**config.mk**
```make
export PLATFORM = sky130hd
export DESIGN_NAME = mbx_exec_top
export DESIGN_NICKNAME = d
export VERILOG_FILES = /design/src/pkg/mbx_pkg.sv /design/src/pkg/mbx_file_if.sv /design/src/logic/mbx_exec_top.sv /design/src/logic/mbx_file_ram.sv /design/src/logic/mbx_alu.sv
export SDC_FILE = /design/constraint.sdc
export NUM_CORES = 2
export LEC_CHECK = 0
export BUFFER_PORTS_ARGS = -buffer_cell sky130_fd_sc_hd__buf_2
export CAP_MARGIN = 20
export CELL_PAD_IN_SITES_DETAIL_PLACEMENT = 0
export CELL_PAD_IN_SITES_GLOBAL_PLACEMENT = 1
export CORE_AREA = 2 2 330 332
export DETAILED_ROUTE_END_ITERATION = 6
export DIE_AREA = 0 0 332 334
export PLACE_DENSITY_LB_ADDON = 0.08
export SYNTH_ARGS = -nofsm -noshare
export SYNTH_HDL_FRONTEND = slang
export SYNTH_SLANG_ARGS = --single-unit
```
**constraint.sdc**
```tcl
create_clock -name sys_clk -period 7.8 [get_ports sys_clk]
set_input_delay 1.17 -clock sys_clk [delete_from_list [all_inputs] [get_ports sys_clk]]
set_output_delay 1.17 -clock sys_clk [all_outputs]
set_load 0.02 [all_outputs]
```
**src/pkg/mbx_pkg.sv**
```systemverilog
package mbx_pkg;

  // Bus geometry
  localparam int ADDR_W = 8;
  localparam int DATA_W = 32;

  // Register byte offsets
  localparam logic [7:0] ADDR_INSTR = 8'h00;
  localparam logic [7:0] ADDR_ACC = 8'h04;
  localparam logic [7:0] ADDR_STATUS = 8'h08;
  localparam logic [7:0] ADDR_PC = 8'h0c;
  localparam logic [7:0] ADDR_LATCH = 8'h10;
  localparam logic [7:0] ADDR_FADDR = 8'h14;
  localparam logic [7:0] ADDR_FDATA = 8'h18;

  // Status register fields
  localparam int ST_ZERO = 0;
  localparam int ST_BUSY = 1;

  // Instruction word fields
  localparam int INSTR_W = 14;
  localparam int OP_MSB = 13;
  localparam int OP_LSB = 11;
  localparam int DEST_BIT = 7;
  localparam int FILE_MSB = 6;
  localparam int LIT_MSB = 7;
  localparam int TARGET_MSB = 10;
  localparam int LATCH_HI = 4;
  localparam int LATCH_LO = 3;

  // Widths of the core state
  localparam int PC_W = 13;
  localparam int LATCH_W = 5;
  localparam int FILE_DEPTH = 128;

  // Reset values
  localparam logic [7:0] ACC_RST = 8'h00;
  localparam logic [12:0] PC_RST = 13'h0000;
  localparam logic [4:0] LATCH_RST = 5'h00;
  localparam logic [13:0] INSTR_RST = 14'h0000;

  // Instruction cycles
  localparam int JUMP_CYCLES = 2;
  localparam int PLAIN_CYCLES = 1;

  // AXI responses
  localparam logic [1:0] RESP_OKAY = 2'h0;
  localparam logic [1:0] RESP_SLVERR = 2'h2;

  // Operation codes in instruction bits 13:11
  typedef enum logic [2:0] {
    MBX_OP_NOP = 3'h0,
    MBX_OP_JUMP = 3'h1,
    MBX_OP_ORLIT = 3'h2,
    MBX_OP_INC = 3'h3,
    MBX_OP_ORFILE = 3'h4,
    MBX_OP_COPY = 3'h5,
    MBX_OP_STORE = 3'h6
  } mbx_op_t;

endpackage : mbx_pkg

```
**src/pkg/mbx_file_if.sv**
```systemverilog
`timescale 1ns/10ps
`default_nettype none
// File register array access: one write port, two read ports
interface mbx_file_if;
  logic we;
  logic [6:0] wAddr;
  logic [7:0] wData;
  logic [6:0] rAddrA;
  logic [7:0] rDataA;
  logic [6:0] rAddrB;
  logic [7:0] rDataB;
  modport array (input we, wAddr, wData, rAddrA, rAddrB, output rDataA, rDataB);
  modport user (output we, wAddr, wData, rAddrA, rAddrB, input rDataA, rDataB);
endinterface : mbx_file_if
`default_nettype wire

```
**src/logic/mbx_exec_top.sv**
```systemverilog
// Design decisions made here: the register addresses and register access over AXI4-Lite.
`timescale 1ns/10ps
`default_nettype none
// Functional notes
// [RULE1] Jump loads its 11-bit operand into program counter bits 10:0.
// [RULE2] Jump fills program counter bits 12:11 from latch bits 4:3.
// [RULE3] Jump takes two cycles and changes no status flag.
// [RULE4] OR-literal ORs accumulator with 8-bit literal into accumulator, updates zero.
// [RULE5] Increment adds one to the addressed file register, updates zero.
// [RULE6] OR-with-file ORs accumulator with the file register, updates zero.
// [RULE7] Increment and OR-with-file: destination 0 to accumulator, 1 to file.
// [RULE8] Copy moves the file register to accumulator or back to itself.
// [RULE9] Copy updates zero for either destination, acting as a zero test.
// [RULE10] Store writes accumulator to the file register, flags unchanged.
// [RULE11] Zero is set on a zero 8-bit result; copy and store take one cycle.
module mbx_exec_top (
  input wire logic sys_clk, // 50 MHz core clock
  input wire logic rst_n, // Asynchronous reset, active low
  input wire logic [7:0] s_axi_awaddr, // Write address
  input wire logic [2:0] s_axi_awprot, // Write protection, unused
  input wire logic s_axi_awvalid, // Write address valid
  output logic s_axi_awready, // Write address ready
  input wire logic [31:0] s_axi_wdata, // Write data
  input wire logic [3:0] s_axi_wstrb, // Write byte strobes
  input wire logic s_axi_wvalid, // Write data valid
  output logic s_axi_wready, // Write data ready
  output logic [1:0] s_axi_bresp, // Write response
  output logic s_axi_bvalid, // Write response valid
  input wire logic s_axi_bready, // Write response ready
  input wire logic [7:0] s_axi_araddr, // Read address
  input wire logic [2:0] s_axi_arprot, // Read protection, unused
  input wire logic s_axi_arvalid, // Read address valid
  output logic s_axi_arready, // Read address ready
  output logic [31:0] s_axi_rdata, // Read data
  output logic [1:0] s_axi_rresp, // Read response
  output logic s_axi_rvalid, // Read data valid
  input wire logic s_axi_rready, // Read data ready
  output logic [12:0] progCounter, // Program counter
  output logic busy // Instruction in progress
);

  typedef enum logic [1:0] {
    ST_IDLE,
    ST_EXEC,
    ST_JUMP2
  } mbx_state_t;

  // Core state
  mbx_state_t state_r, state_nxt;
  logic [13:0] instr_r, instr_nxt;
  logic [7:0] acc_r, acc_nxt;
  logic zero_r, zero_nxt;
  logic [12:0] pc_r, pc_nxt;
  logic [4:0] latch_r, latch_nxt;
  logic [6:0] fAddr_r, fAddr_nxt;

  // Bus state
  logic awHeld_r, awHeld_nxt;
  logic wHeld_r, wHeld_nxt;
  logic [7:0] awAddr_r, awAddr_nxt;
  logic [31:0] wData_r, wData_nxt;
  logic [3:0] wStrb_r, wStrb_nxt;
  logic bvalid_r, bvalid_nxt;
  logic [1:0] bresp_r, bresp_nxt;
  logic rvalid_r, rvalid_nxt;
  logic [31:0] rdata_r, rdata_nxt;
  logic [1:0] rresp_r, rresp_nxt;

  // Helper nets
  logic commit;
  logic wrMapped;
  logic rdMapped;
  logic [31:0] wMask;
  logic [31:0] wOld;
  logic [31:0] wMerged;
  logic [31:0] rdValue;
  logic [7:0] aluResult;
  logic aluWrAcc;
  logic aluWrFile;
  logic aluUpdZero;
  logic aluZero;
  mbx_pkg::mbx_op_t curOp;

  mbx_file_if fileBus();

  mbx_file_ram u_file_ram (
    .sys_clk(sys_clk),
    .fileBus(fileBus.array)
  );

  mbx_alu u_alu (
    .instr(instr_r),
    .acc(acc_r),
    .fileData(fileBus.rDataA),
    .result(aluResult),
    .wrAcc(aluWrAcc),
    .wrFile(aluWrFile),
    .updZero(aluUpdZero),
    .resultZero(aluZero)
  );

  assign curOp = mbx_pkg::mbx_op_t'(instr_r[mbx_pkg::OP_MSB:mbx_pkg::OP_LSB]);

  // Port A follows the executing instruction, port B the software window
  assign fileBus.rAddrA = instr_r[mbx_pkg::FILE_MSB:0];
  assign fileBus.rAddrB = fAddr_r;

  // A register write waits for an idle core so it never races an execution
  assign commit = awHeld_r && wHeld_r && !bvalid_r && (state_r == ST_IDLE);

  // Address decode shared by both directions
  function automatic logic isMapped(input logic [7:0] addr);
    logic hit;
    hit = 1'b0;
    case (addr)
      mbx_pkg::ADDR_INSTR, mbx_pkg::ADDR_ACC, mbx_pkg::ADDR_STATUS,
      mbx_pkg::ADDR_PC, mbx_pkg::ADDR_LATCH, mbx_pkg::ADDR_FADDR,
      mbx_pkg::ADDR_FDATA: hit = 1'b1;
      default: hit = 1'b0;
    endcase
    return hit;
  endfunction : isMapped

  assign wrMapped = isMapped(awAddr_r);
  assign rdMapped = isMapped(s_axi_araddr);

  // Byte-lane merge keeps unstrobed bytes at their current value, or zero for the instruction word
  always_comb begin
    for (int i = 0; i < 4; i++) begin
      wMask[i*8 +: 8] = {8{wStrb_r[i]}};
    end
  end

  // Present value of the register being written; zero for the instruction word
  always_comb begin
    case (awAddr_r)
      mbx_pkg::ADDR_ACC: wOld = {24'h000000, acc_r};
      mbx_pkg::ADDR_STATUS: wOld = {31'h00000000, zero_r};
      mbx_pkg::ADDR_LATCH: wOld = {27'h0000000, latch_r};
      mbx_pkg::ADDR_FADDR: wOld = {25'h0000000, fAddr_r};
      mbx_pkg::ADDR_FDATA: wOld = {24'h000000, fileBus.rDataB};
      default: wOld = 32'h00000000;
    endcase
  end

  assign wMerged = (wOld & ~wMask) | (wData_r & wMask);

  // Read multiplexer; reserved bits read as zero
  always_comb begin
    case (s_axi_araddr)
      mbx_pkg::ADDR_INSTR: rdValue = {18'h00000, instr_r};
      mbx_pkg::ADDR_ACC: rdValue = {24'h000000, acc_r};
      mbx_pkg::ADDR_STATUS: rdValue = {30'h00000000, busy, zero_r};
      mbx_pkg::ADDR_PC: rdValue = {19'h00000, pc_r};
      mbx_pkg::ADDR_LATCH: rdValue = {27'h0000000, latch_r};
      mbx_pkg::ADDR_FADDR: rdValue = {25'h0000000, fAddr_r};
      mbx_pkg::ADDR_FDATA: rdValue = {24'h000000, fileBus.rDataB};
      default: rdValue = 32'h00000000;
    endcase
  end

  // Core next state: register writes in idle, one operation per issue
  always_comb begin
    state_nxt = state_r;
    instr_nxt = instr_r;
    acc_nxt = acc_r;
    zero_nxt = zero_r;
    pc_nxt = pc_r;
    latch_nxt = latch_r;
    fAddr_nxt = fAddr_r;
    fileBus.we = 1'b0;
    fileBus.wAddr = fAddr_r;
    fileBus.wData = wMerged[7:0];
    case (state_r)
      ST_IDLE: begin
        if (commit) begin
          case (awAddr_r)
            mbx_pkg::ADDR_INSTR: begin
              // Any strobed byte issues the merged word as an instruction
              if (|wStrb_r) begin
                instr_nxt = wMerged[mbx_pkg::INSTR_W-1:0];
                state_nxt = ST_EXEC;
              end
            end
            mbx_pkg::ADDR_ACC: acc_nxt = wMerged[7:0];
            mbx_pkg::ADDR_STATUS: zero_nxt = wMerged[mbx_pkg::ST_ZERO];
            mbx_pkg::ADDR_LATCH: latch_nxt = wMerged[mbx_pkg::LATCH_W-1:0];
            mbx_pkg::ADDR_FADDR: fAddr_nxt = wMerged[mbx_pkg::FILE_MSB:0];
            mbx_pkg::ADDR_FDATA: fileBus.we = 1'b1;
            default: state_nxt = ST_IDLE;
          endcase
        end
      end
      ST_EXEC: begin
        // Destination steering and flag update come from the ALU
        fileBus.wAddr = instr_r[mbx_pkg::FILE_MSB:0];
        fileBus.wData = aluResult;
        fileBus.we = aluWrFile; // [RULE7] [RULE8] [RULE10]
        if (aluWrAcc) begin
          acc_nxt = aluResult; // [RULE4] [RULE7]
        end
        if (aluUpdZero) begin
          zero_nxt = aluZero; // [RULE9] [RULE11]
        end
        if (curOp == mbx_pkg::MBX_OP_JUMP) begin
          pc_nxt = {latch_r[mbx_pkg::LATCH_HI:mbx_pkg::LATCH_LO],
                    instr_r[mbx_pkg::TARGET_MSB:0]}; // [RULE1] [RULE2]
          state_nxt = ST_JUMP2; // [RULE3]
        end else begin
          pc_nxt = 13'(pc_r + 13'h0001);
          state_nxt = ST_IDLE; // [RULE11]
        end
      end
      ST_JUMP2: begin
        // Second jump cycle: refetch slot, flags left alone
        state_nxt = ST_IDLE; // [RULE3]
      end
      default: state_nxt = ST_IDLE;
    endcase
  end

  // Core registers
  always_ff @(posedge sys_clk or negedge rst_n) begin
    if (!rst_n) begin
      state_r <= ST_IDLE;
      instr_r <= mbx_pkg::INSTR_RST;
      acc_r <= mbx_pkg::ACC_RST;
      zero_r <= 1'b0;
      pc_r <= mbx_pkg::PC_RST;
      latch_r <= mbx_pkg::LATCH_RST;
      fAddr_r <= 7'h00;
    end else begin
      state_r <= state_nxt;
      instr_r <= instr_nxt;
      acc_r <= acc_nxt;
      zero_r <= zero_nxt;
      pc_r <= pc_nxt;
      latch_r <= latch_nxt;
      fAddr_r <= fAddr_nxt;
    end
  end

  // Address and data are taken separately, in either order
  assign s_axi_awready = !awHeld_r && !bvalid_r;
  assign s_axi_wready = !wHeld_r && !bvalid_r;
  assign s_axi_arready = !rvalid_r;

  // Bus next state
  always_comb begin
    awHeld_nxt = awHeld_r;
    wHeld_nxt = wHeld_r;
    awAddr_nxt = awAddr_r;
    wData_nxt = wData_r;
    wStrb_nxt = wStrb_r;
    bvalid_nxt = bvalid_r;
    bresp_nxt = bresp_r;
    rvalid_nxt = rvalid_r;
    rdata_nxt = rdata_r;
    rresp_nxt = rresp_r;
    if (s_axi_awvalid && s_axi_awready) begin
      awHeld_nxt = 1'b1;
      awAddr_nxt = s_axi_awaddr;
    end
    if (s_axi_wvalid && s_axi_wready) begin
      wHeld_nxt = 1'b1;
      wData_nxt = s_axi_wdata;
      wStrb_nxt = s_axi_wstrb;
    end
    if (commit) begin
      awHeld_nxt = 1'b0;
      wHeld_nxt = 1'b0;
      bvalid_nxt = 1'b1;
      bresp_nxt = wrMapped ? mbx_pkg::RESP_OKAY : mbx_pkg::RESP_SLVERR;
    end else if (bvalid_r && s_axi_bready) begin
      bvalid_nxt = 1'b0;
    end
    // Reads are served at once, even mid-instruction
    if (s_axi_arvalid && s_axi_arready) begin
      rvalid_nxt = 1'b1;
      rdata_nxt = rdValue;
      rresp_nxt = rdMapped ? mbx_pkg::RESP_OKAY : mbx_pkg::RESP_SLVERR;
    end else if (rvalid_r && s_axi_rready) begin
      rvalid_nxt = 1'b0;
    end
  end

  // Bus registers
  always_ff @(posedge sys_clk or negedge rst_n) begin
    if (!rst_n) begin
      awHeld_r <= 1'b0;
      wHeld_r <= 1'b0;
      awAddr_r <= 8'h00;
      wData_r <= 32'h00000000;
      wStrb_r <= 4'h0;
      bvalid_r <= 1'b0;
      bresp_r <= mbx_pkg::RESP_OKAY;
      rvalid_r <= 1'b0;
      rdata_r <= 32'h00000000;
      rresp_r <= mbx_pkg::RESP_OKAY;
    end else begin
      awHeld_r <= awHeld_nxt;
      wHeld_r <= wHeld_nxt;
      awAddr_r <= awAddr_nxt;
      wData_r <= wData_nxt;
      wStrb_r <= wStrb_nxt;
      bvalid_r <= bvalid_nxt;
      bresp_r <= bresp_nxt;
      rvalid_r <= rvalid_nxt;
      rdata_r <= rdata_nxt;
      rresp_r <= rresp_nxt;
    end
  end

  // Outputs
  assign s_axi_bvalid = bvalid_r;
  assign s_axi_bresp = bresp_r;
  assign s_axi_rvalid = rvalid_r;
  assign s_axi_rdata = rdata_r;
  assign s_axi_rresp = rresp_r;
  assign progCounter = pc_r;
  assign busy = (state_r != ST_IDLE);

endmodule : mbx_exec_top
`default_nettype wire

```
**src/logic/mbx_file_ram.sv**
```systemverilog
`timescale 1ns/10ps
`default_nettype none
module mbx_file_ram (
  input wire logic sys_clk, // Core clock
  mbx_file_if.array fileBus // Array ports
);

  logic [7:0] mem [mbx_pkg::FILE_DEPTH];

  // Storage only; contents are undefined after reset like real file RAM
  always_ff @(posedge sys_clk) begin
    if (fileBus.we) begin
      mem[fileBus.wAddr] <= fileBus.wData;
    end
  end

  // Asynchronous reads so an operation finishes in its own cycle
  assign fileBus.rDataA = mem[fileBus.rAddrA];
  assign fileBus.rDataB = mem[fileBus.rAddrB];

endmodule : mbx_file_ram
`default_nettype wire

```
**src/logic/mbx_alu.sv**
```systemverilog
`timescale 1ns/10ps
`default_nettype none
module mbx_alu (
  input wire logic [13:0] instr, // Instruction word
  input wire logic [7:0] acc, // Accumulator
  input wire logic [7:0] fileData, // Addressed file register
  output logic [7:0] result, // Operation result
  output logic wrAcc, // Result goes to accumulator
  output logic wrFile, // Result goes to file register
  output logic updZero, // Zero flag takes resultZero
  output logic resultZero // Result is zero
);

  mbx_pkg::mbx_op_t op;
  logic dest;
  logic [7:0] lit;

  assign op = mbx_pkg::mbx_op_t'(instr[mbx_pkg::OP_MSB:mbx_pkg::OP_LSB]);
  assign dest = instr[mbx_pkg::DEST_BIT];
  assign lit = instr[mbx_pkg::LIT_MSB:0];

  // Result and its steering; jump and unused codes write nothing
  always_comb begin
    result = 8'h00;
    wrAcc = 1'b0;
    wrFile = 1'b0;
    updZero = 1'b0;
    case (op)
      mbx_pkg::MBX_OP_ORLIT: begin
        result = acc | lit; // [RULE4]
        wrAcc = 1'b1;
        updZero = 1'b1;
      end
      mbx_pkg::MBX_OP_INC: begin
        result = 8'(fileData + 8'h01); // [RULE5]
        wrAcc = ~dest; // [RULE7]
        wrFile = dest;
        updZero = 1'b1;
      end
      mbx_pkg::MBX_OP_ORFILE: begin
        result = acc | fileData; // [RULE6]
        wrAcc = ~dest; // [RULE7]
        wrFile = dest;
        updZero = 1'b1;
      end
      mbx_pkg::MBX_OP_COPY: begin
        result = fileData; // [RULE8]
        wrAcc = ~dest;
        wrFile = dest;
        updZero = 1'b1; // [RULE9]
      end
      mbx_pkg::MBX_OP_STORE: begin
        result = acc; // [RULE10]
        wrFile = 1'b1;
      end
      default: begin
        result = 8'h00;
      end
    endcase
  end

  // Zero test on the full 8-bit result
  assign resultZero = (result == 8'h00); // [RULE11]

endmodule : mbx_alu
`default_nettype wire

```
# [Word-level counts from Yosys, hierarchy flattened]
# Memories as Yosys holds them, arrays and structs flattened.
# Index checks and enable logic that the tools add are counted.
[word_totals] ff_bits=116 latch_bits=0 ram_bits=1024 mem_bits_ro=0 input_bits=65 out_inout_bits=55 mem_count=1
[memory_table] memory="u_file_ram.mem" words=128 word_bits=8 read_ports=2 rd_ports_with_merged_regs=0 write_ports=1 line_no="mbx_file_ram.sv:8" source="logic [7:0] mem [mbx_pkg::FILE_DEPTH];"
[op_classes] add_sub_neg=2 multipliers=0 div=0 magnitude_cmp=0 n_eq_ne=26 shifts=0 muxes=39 bitwise_logic=7 reduce_logical=36
[ops] cell="14-bit case mux with 7 select lines" count=1
[ops] cell="8-bit case mux with 5 select lines" count=2
[ops] cell="8-bit by 5-bit == test with 1-bit output (second input constant)" count=6
[ops] cell="8-bit by 4-bit == test with 1-bit output (second input constant)" count=4
[ops] cell="8-bit 2-to-1 mux" count=4
[ops] cell="8-bit zero test" count=3
[ops] cell="1-bit 2-to-1 mux" count=18
[ops] cell="8-bit by 3-bit == test with 1-bit output (second input constant)" count=2
[ops] cell="8-bit OR" count=2
[ops] cell="8-bit case mux with 2 select lines" count=1
[ops] cell="14-bit AND" count=1
[ops] cell="8-bit by 14-bit AND with 14-bit output" count=1
[ops] cell="14-bit NOT" count=1
[ops] cell="14-bit OR" count=1
[ops] cell="7-bit OR reduction" count=2
[ops] cell="13-bit by 1-bit adder with 13-bit output (second input constant)" count=1
[ops] cell="13-bit 2-to-1 mux" count=1
[ops] cell="4-bit AND reduction" count=3
[ops] cell="2-bit nonzero test" count=6
[ops] cell="1-bit logical AND" count=10
[ops] cell="2-bit 2-to-1 mux" count=5
[ops] cell="3-bit == test (second input constant)" count=3
[ops] cell="3-bit AND reduction" count=3
[ops] cell="8-bit by 1-bit adder with 8-bit output (second input constant)" count=1
[ops] cell="other kinds (15)" count=28

# [Logic depth before layout (Yosys ltp)]
[logic_depth] ltp_word=7 ltp_mapped=19

# [Modules after synthesis]
# Synthesis repeated with hierarchy kept, for this count alone.
[hier_totals] cells_unflattened=2678 area_unflattened_um2=53302.4
[by_module_without_submodules] mod="mbx_file_ram" instances=1 cells_per_inst=2047 area_each_um2=47528.1
[by_module_without_submodules] mod="mbx_exec_top" instances=1 cells_per_inst=549 area_each_um2=5282.6
[by_module_without_submodules] mod="mbx_alu" instances=1 cells_per_inst=82 area_each_um2=491.7

# [Least setup slack after synthesis]
# OpenSTA, ideal clock, no wires.
[synth_timing] path_kind="flip-flop to flip-flop" start="register instr_r[0]" end="memory u_file_ram.mem[0][6] (data pin)" t_arrival_ns=6.752 setup_slack_ns=0.125 path_stages_with_launch=18 n_path_buf=5 period_less_slack_ns=7.675 cell_sequence="dfrtp_1 > buf_6 > buf_8 > buf_8 > buf_12 > buf_8 > mux2i_1 > a22oi_1 > nand3_1 > and4_1 > or4_4 > inv_1 > ha_1 > inv_1 > a2111oi_2 > xor2_1 > a221oi_2 > mux2i_1"
[synth_via] elab_chain_len=4 elab_cells_between_ends=5
[synth_lines] item="start, declared" line_no="mbx_exec_top.sv:50" source="logic [13:0] instr_r, instr_nxt;"
[synth_lines] item="start signal, assigned" line_no="mbx_exec_top.sv:226" source="instr_r <= mbx_pkg::INSTR_RST;"
[synth_lines] item="start signal, assigned" line_no="mbx_exec_top.sv:234" source="instr_r <= instr_nxt;"
[synth_lines] item="memory 128 x 8 bit *"
[synth_lines] item="8-bit by 1-bit adder with 8-bit output or 8-bit OR (tied branches)" line_no="mbx_alu.sv:35, mbx_alu.sv:41"
[synth_lines] item="8-bit case mux with 5 select lines *" line_no="mbx_alu.sv:28" source="case (op)"
[synth_lines] item="8-bit 2-to-1 mux *" line_no="mbx_exec_top.sv:174" source="case (state_r)"
[synth_lines] item="end, declared" line_no="mbx_file_ram.sv:8"
# Every way passes the cells marked *; elsewhere a longest branch is shown, timed or not.

# [Worst setup path in the final report]
[layout_timing] start="register instr_r[0]" end="memory u_file_ram.mem[45][2] (data pin)"
# Same word-level chain as after synthesis.

==> run summary <==
The flow ran to the end, and the final reports show no timing, DRC or antenna violations. The total setup violations reported at the end of the flow is 0. The area of the mapped netlist came out at 53300 µm². The die area is around 110000 µm². The finished layout holds about 4500 standard cells, fillers aside. The total track usage is 29.5%. In the final timing run, aggregate negative setup slack is 0 ps. For this run, asynchronously set or reset flops after synthesis account for 8.57%.

The final weighted congestion in routability-driven placement came out at 0.859. The worst slack on hold paths is approximately 300 ps. For the worst setup path, the data required time is 8170 ps. The initial core utilization is 49.5%. The antenna violation net count after detailed routing is 0.

The top flip-flop cell by instance count after synthesis is sky130_fd_sc_hd__edfxtp_1. The area used by sequential logic in the layout came out at 33200 µm². Tracing the worst setup path back leads to its startpoint at instr_r[0]$_DFFE_PN0P_.

The number of flip-flops and latches in the synthesized netlist came out at 1120. The final-report hold violation count is 0. The share of final-layout standard cells stronger than drive strength 1 is 34.9%. The sequential share of the synthesized area is around 62%. The number of antenna violations at the first check in global routing is 4.

The number of distinct library cells after synthesis is 71. After detailed routing, the number of vias per cell comes to 6.88. After detailed routing, the number of remaining DRC violations is 0.

The number of design-rule violations left by the first detailed-router iteration came out at 3618. sky130_fd_sc_hd__edfxtp_1 takes more of the synthesized area than any other cell. The net count of the finished layout came out at 3059. The number of sinks on the clock net is about 1100. The number of antenna diodes in the final layout is 0. The end point of the critical path is u_file_ram.mem[45][2]$_DFFE_PP_. The row count is 121. The total power after layout came out at 17.0 mW. In the post-synthesis netlist, the biggest area contributors are sky130_fd_sc_hd__edfxtp_1 (58%), sky130_fd_sc_hd__mux4_2 (25%), sky130_fd_sc_hd__dfrtp_1 (4.5%). The endpoint arrival time on the critical path came out at about 6700 ps. Entering global routing, the biggest net connects 130 pins. STA classifies the critical path endpoint as a register. The critical path class is reg2reg.

The worst register-to-register path ends at u_file_ram.mem[45][2]$_DFFE_PP_. The number of setup buffers added after CTS came out at 0. The detailed-route wire length is 163 mm. The clock passes through at most 3 buffers. The first detailed-routing pass ran for 6 iterations.

Setup repair after global routing left no endpoint under its margin. Fill cells in the final layout number about 8300. TritonCTS built the clock tree.

The detailed placement HPWL came out at between 100 and 150 mm. In this run the standard cell core region covers 108000 µm². The count of max-cap constraint violations came out at 0. The via count of the first global-routing pass is slightly above 30000. The via count is 31000. The count of input and output buffers came out at 75.

CTS placed an instance of sky130_fd_sc_hd__clkbuf_16 at the clock tree root. STA classifies the critical path startpoint as a register. The worst-margin pin slew is 1170 ps.

After clock tree synthesis, the flow added hold-fix buffers numbering 0. In this run the critical register-to-register path is launched from instr_r[0]$_DFFE_PN0P_. For the worst-skew pair, the clock arrives at the later sink with an insertion delay of about 720 ps. Relative to the synthesized area, the layout overhead comes to 12.6%.

The number of clock buffers added by TritonCTS is 119. In the final routed layout, each cell accounts on average for 36.2 µm. The final period demand of the worst path came out at 6270 ps.

The final cycle utilization of the critical path is between 80% and 90%. Across all register-to-register paths, the minimum setup slack is 1530 ps. The instance count of the mapped netlist came out at 2851. The count of cells resized by post-cts repair came out at 0.

The worst vdd rail ir drop is between 0.0002 and 0.00025 V. The cell total after placement is approximately 4300. The final number of max-transition violations came out at 0.

The count of H-tree levels built during CTS is 3. In this run the vertical extent of the chip is ~330 µm. Among all cell types in the netlist, the one instantiated most often is sky130_fd_sc_hd__edfxtp_1.

In this run the mean area of a mapped cell was between 15 and 20 µm². The total I/O pin count is 120. Counting cells, the worst reg-to-reg path comes to 14. The count of warnings emitted by yosys came out at 0. Summed over its instances, the top area cell type makes up 57.7% of the synthesized netlist area. The footprint of the multi-input gates came out at 19000 µm². Across the routed clock network, the largest skew measured is about 32 ps.

Clock-pin slew was measured on the worst setup and hold paths at 60 ps. Cells fill 55.7% of the core in the end. Counting instances in the post-synthesis netlist gives the leading cell types as sky130_fd_sc_hd__edfxtp_1 (1024), sky130_fd_sc_hd__mux4_2 (582), sky130_fd_sc_hd__nor2_1 (197), sky130_fd_sc_hd__mux2i_1 (116), sky130_fd_sc_hd__nand2_1 (112). Global routing finished with a remaining overflow of 0. The worst slew margin relative to its limit is around 22%.

The reported leakage power is about 18 nW. The power per cell area came out at 283 nW/µm². Measured along the x axis, the die boundary spans 332 µm. The path class of the tightest hold or removal check is in2async. The largest fanout of any net on the critical path is 80. The first global-routing pass estimated 231 mm of wire. Derived from the worst setup path, the maximum achievable clock frequency is approximately 0.16 GHz. Yosys mapped a number of flops with a built-in enable equal to 1024.
[report_power, final]
part | total (mW) | internal, mW | switching [mW]
Clock | 5.83 | 3.41 | 2.42
Combinational | 3.42 | 1.16 | 2.26
Sequential | 7.73 | 7.47 | 0.257
Total | 17.0 | 12.0 | 4.94
[how the worst min path moves through the flow]
stage	startpoint	endpoint	slack, ps
floorplan	instr_r[8]$_DFFE_PN0P_	instr_r[8]$_DFFE_PN0P_	470
global route	rst_n	awAddr_r[0]$_DFFE_PN0P_	300
CTS	rst_n	awAddr_r[0]$_DFFE_PN0P_	270
global placement	s_axi_rdata[8]$_DFFE_PN0P_	s_axi_rdata[8]$_DFFE_PN0P_	460
finish	rst_n	awAddr_r[2]$_DFFE_PN0P_	310
detailed placement	s_axi_rdata[9]$_DFFE_PN0P_	s_axi_rdata[9]$_DFFE_PN0P_	470
[metrics by stage]
| step | setup WS, ps | cell area, µm² |
|---|---|---|
| floorplan | 125 | 53400 |
| detailed placement | 1620 | 55800 |
| CTS | 1590 | 59800 |
| finish | 1530 | 60100 |
| global placement | 1470 | 55300 |
| global route | 1140 | 60100 |
[cell usage in the layout (no fill, tap or decap), types with 19 or more instances in the layout]
| cell | count |
|---|---|
| sky130_fd_sc_hd__nor2b_1 | 19 |
| sky130_fd_sc_hd__a21oi_1 | 54 |
| sky130_fd_sc_hd__mux2_2 | 45 |
| sky130_fd_sc_hd__nor2_1 | 194 |
| sky130_fd_sc_hd__dfrtp_1 | 87 |
| sky130_fd_sc_hd__a22o_1 | 20 |
| sky130_fd_sc_hd__mux4_2 | 582 |
| sky130_fd_sc_hd__nand2_1 | 112 |
| sky130_fd_sc_hd__mux2i_1 | 114 |
| sky130_fd_sc_hd__buf_4 | 91 |
| sky130_fd_sc_hd__buf_2 | 75 |
| sky130_fd_sc_hd__nand3_1 | 30 |
| sky130_fd_sc_hd__clkinv_1 | 24 |
| sky130_fd_sc_hd__buf_6 | 43 |
| sky130_fd_sc_hd__o21ai_0 | 43 |
| sky130_fd_sc_hd__clkinv_2 | 19 |
| sky130_fd_sc_hd__clkbuf_16 | 122 |
| sky130_fd_sc_hd__conb_1 | 20 |
| sky130_fd_sc_hd__edfxtp_1 | 1024 |
| sky130_fd_sc_hd__a22oi_1 | 59 |
[cells by family (layout without fill, tap and decap cells)]
logic type / after synthesis / after routing / synth area share [%]
and+or+nand+nor: 441 / 441 / 3.70
buffers and inverters: 245 / 465 / 2.47
AOI/OAI and AO/OA: 290 / 290 / 3.73
xor gates and xnor gates: 4 / 4 / 0.0657
adders and majority gates: 2 / 2 / 0.0469
DFF: 1120 / 1120 / 62.2
other: 1 / 20 / 0.00703
muxes: 748 / 748 / 27.8
[worst max-delay path: stages, from the launching register on]
cell                       delay, ps
sky130_fd_sc_hd__dfrtp_4        1050
sky130_fd_sc_hd__buf_12          310
sky130_fd_sc_hd__buf_4           310
sky130_fd_sc_hd__mux4_2          550
sky130_fd_sc_hd__a211oi_1        410
sky130_fd_sc_hd__nor4_1          220
sky130_fd_sc_hd__nor4_2          620
sky130_fd_sc_hd__inv_1           160
sky130_fd_sc_hd__ha_1            240
sky130_fd_sc_hd__inv_1           130
sky130_fd_sc_hd__a41o_1          190
sky130_fd_sc_hd__nor2_1           90
sky130_fd_sc_hd__a21boi_4        610
sky130_fd_sc_hd__buf_16          240
sky130_fd_sc_hd__buf_4           680
[per-layer routing]
metal | share of wire (%) | track usage (%)
met2 | 48 | 47.1
met4 | 3.0 | 9.07
met3 | 9.1 | 5.94
met1 | 40 | 41.3
met5 | 0.0080 | 0
[flip-flops by register name (all words and copies together), names as in the netlist]
register	cells
s_axi_rvalid	1
acc_r	8
wData_r	14
s_axi_bvalid	1
s_axi_rresp	1
awAddr_r	8
instr_r	14
progCounter	13
s_axi_rdata	14
fAddr_r	7
wStrb_r	4
u_file_ram.mem	1024
zero_r	1
awHeld_r	1
latch_r	5
wHeld_r	1
s_axi_bresp	1
state_r	2
[cell type report]
class	instances	share of cell area, %
clock buffers	137	5.18
clock inverters	82	1.47
inverters	13	0.0812
multi-input cells	1505	31.7
flip-flops and latches	1120	55.2
well taps	1414	2.95
repair buffers	233	3.37
(Power assumes the default switching activity.)
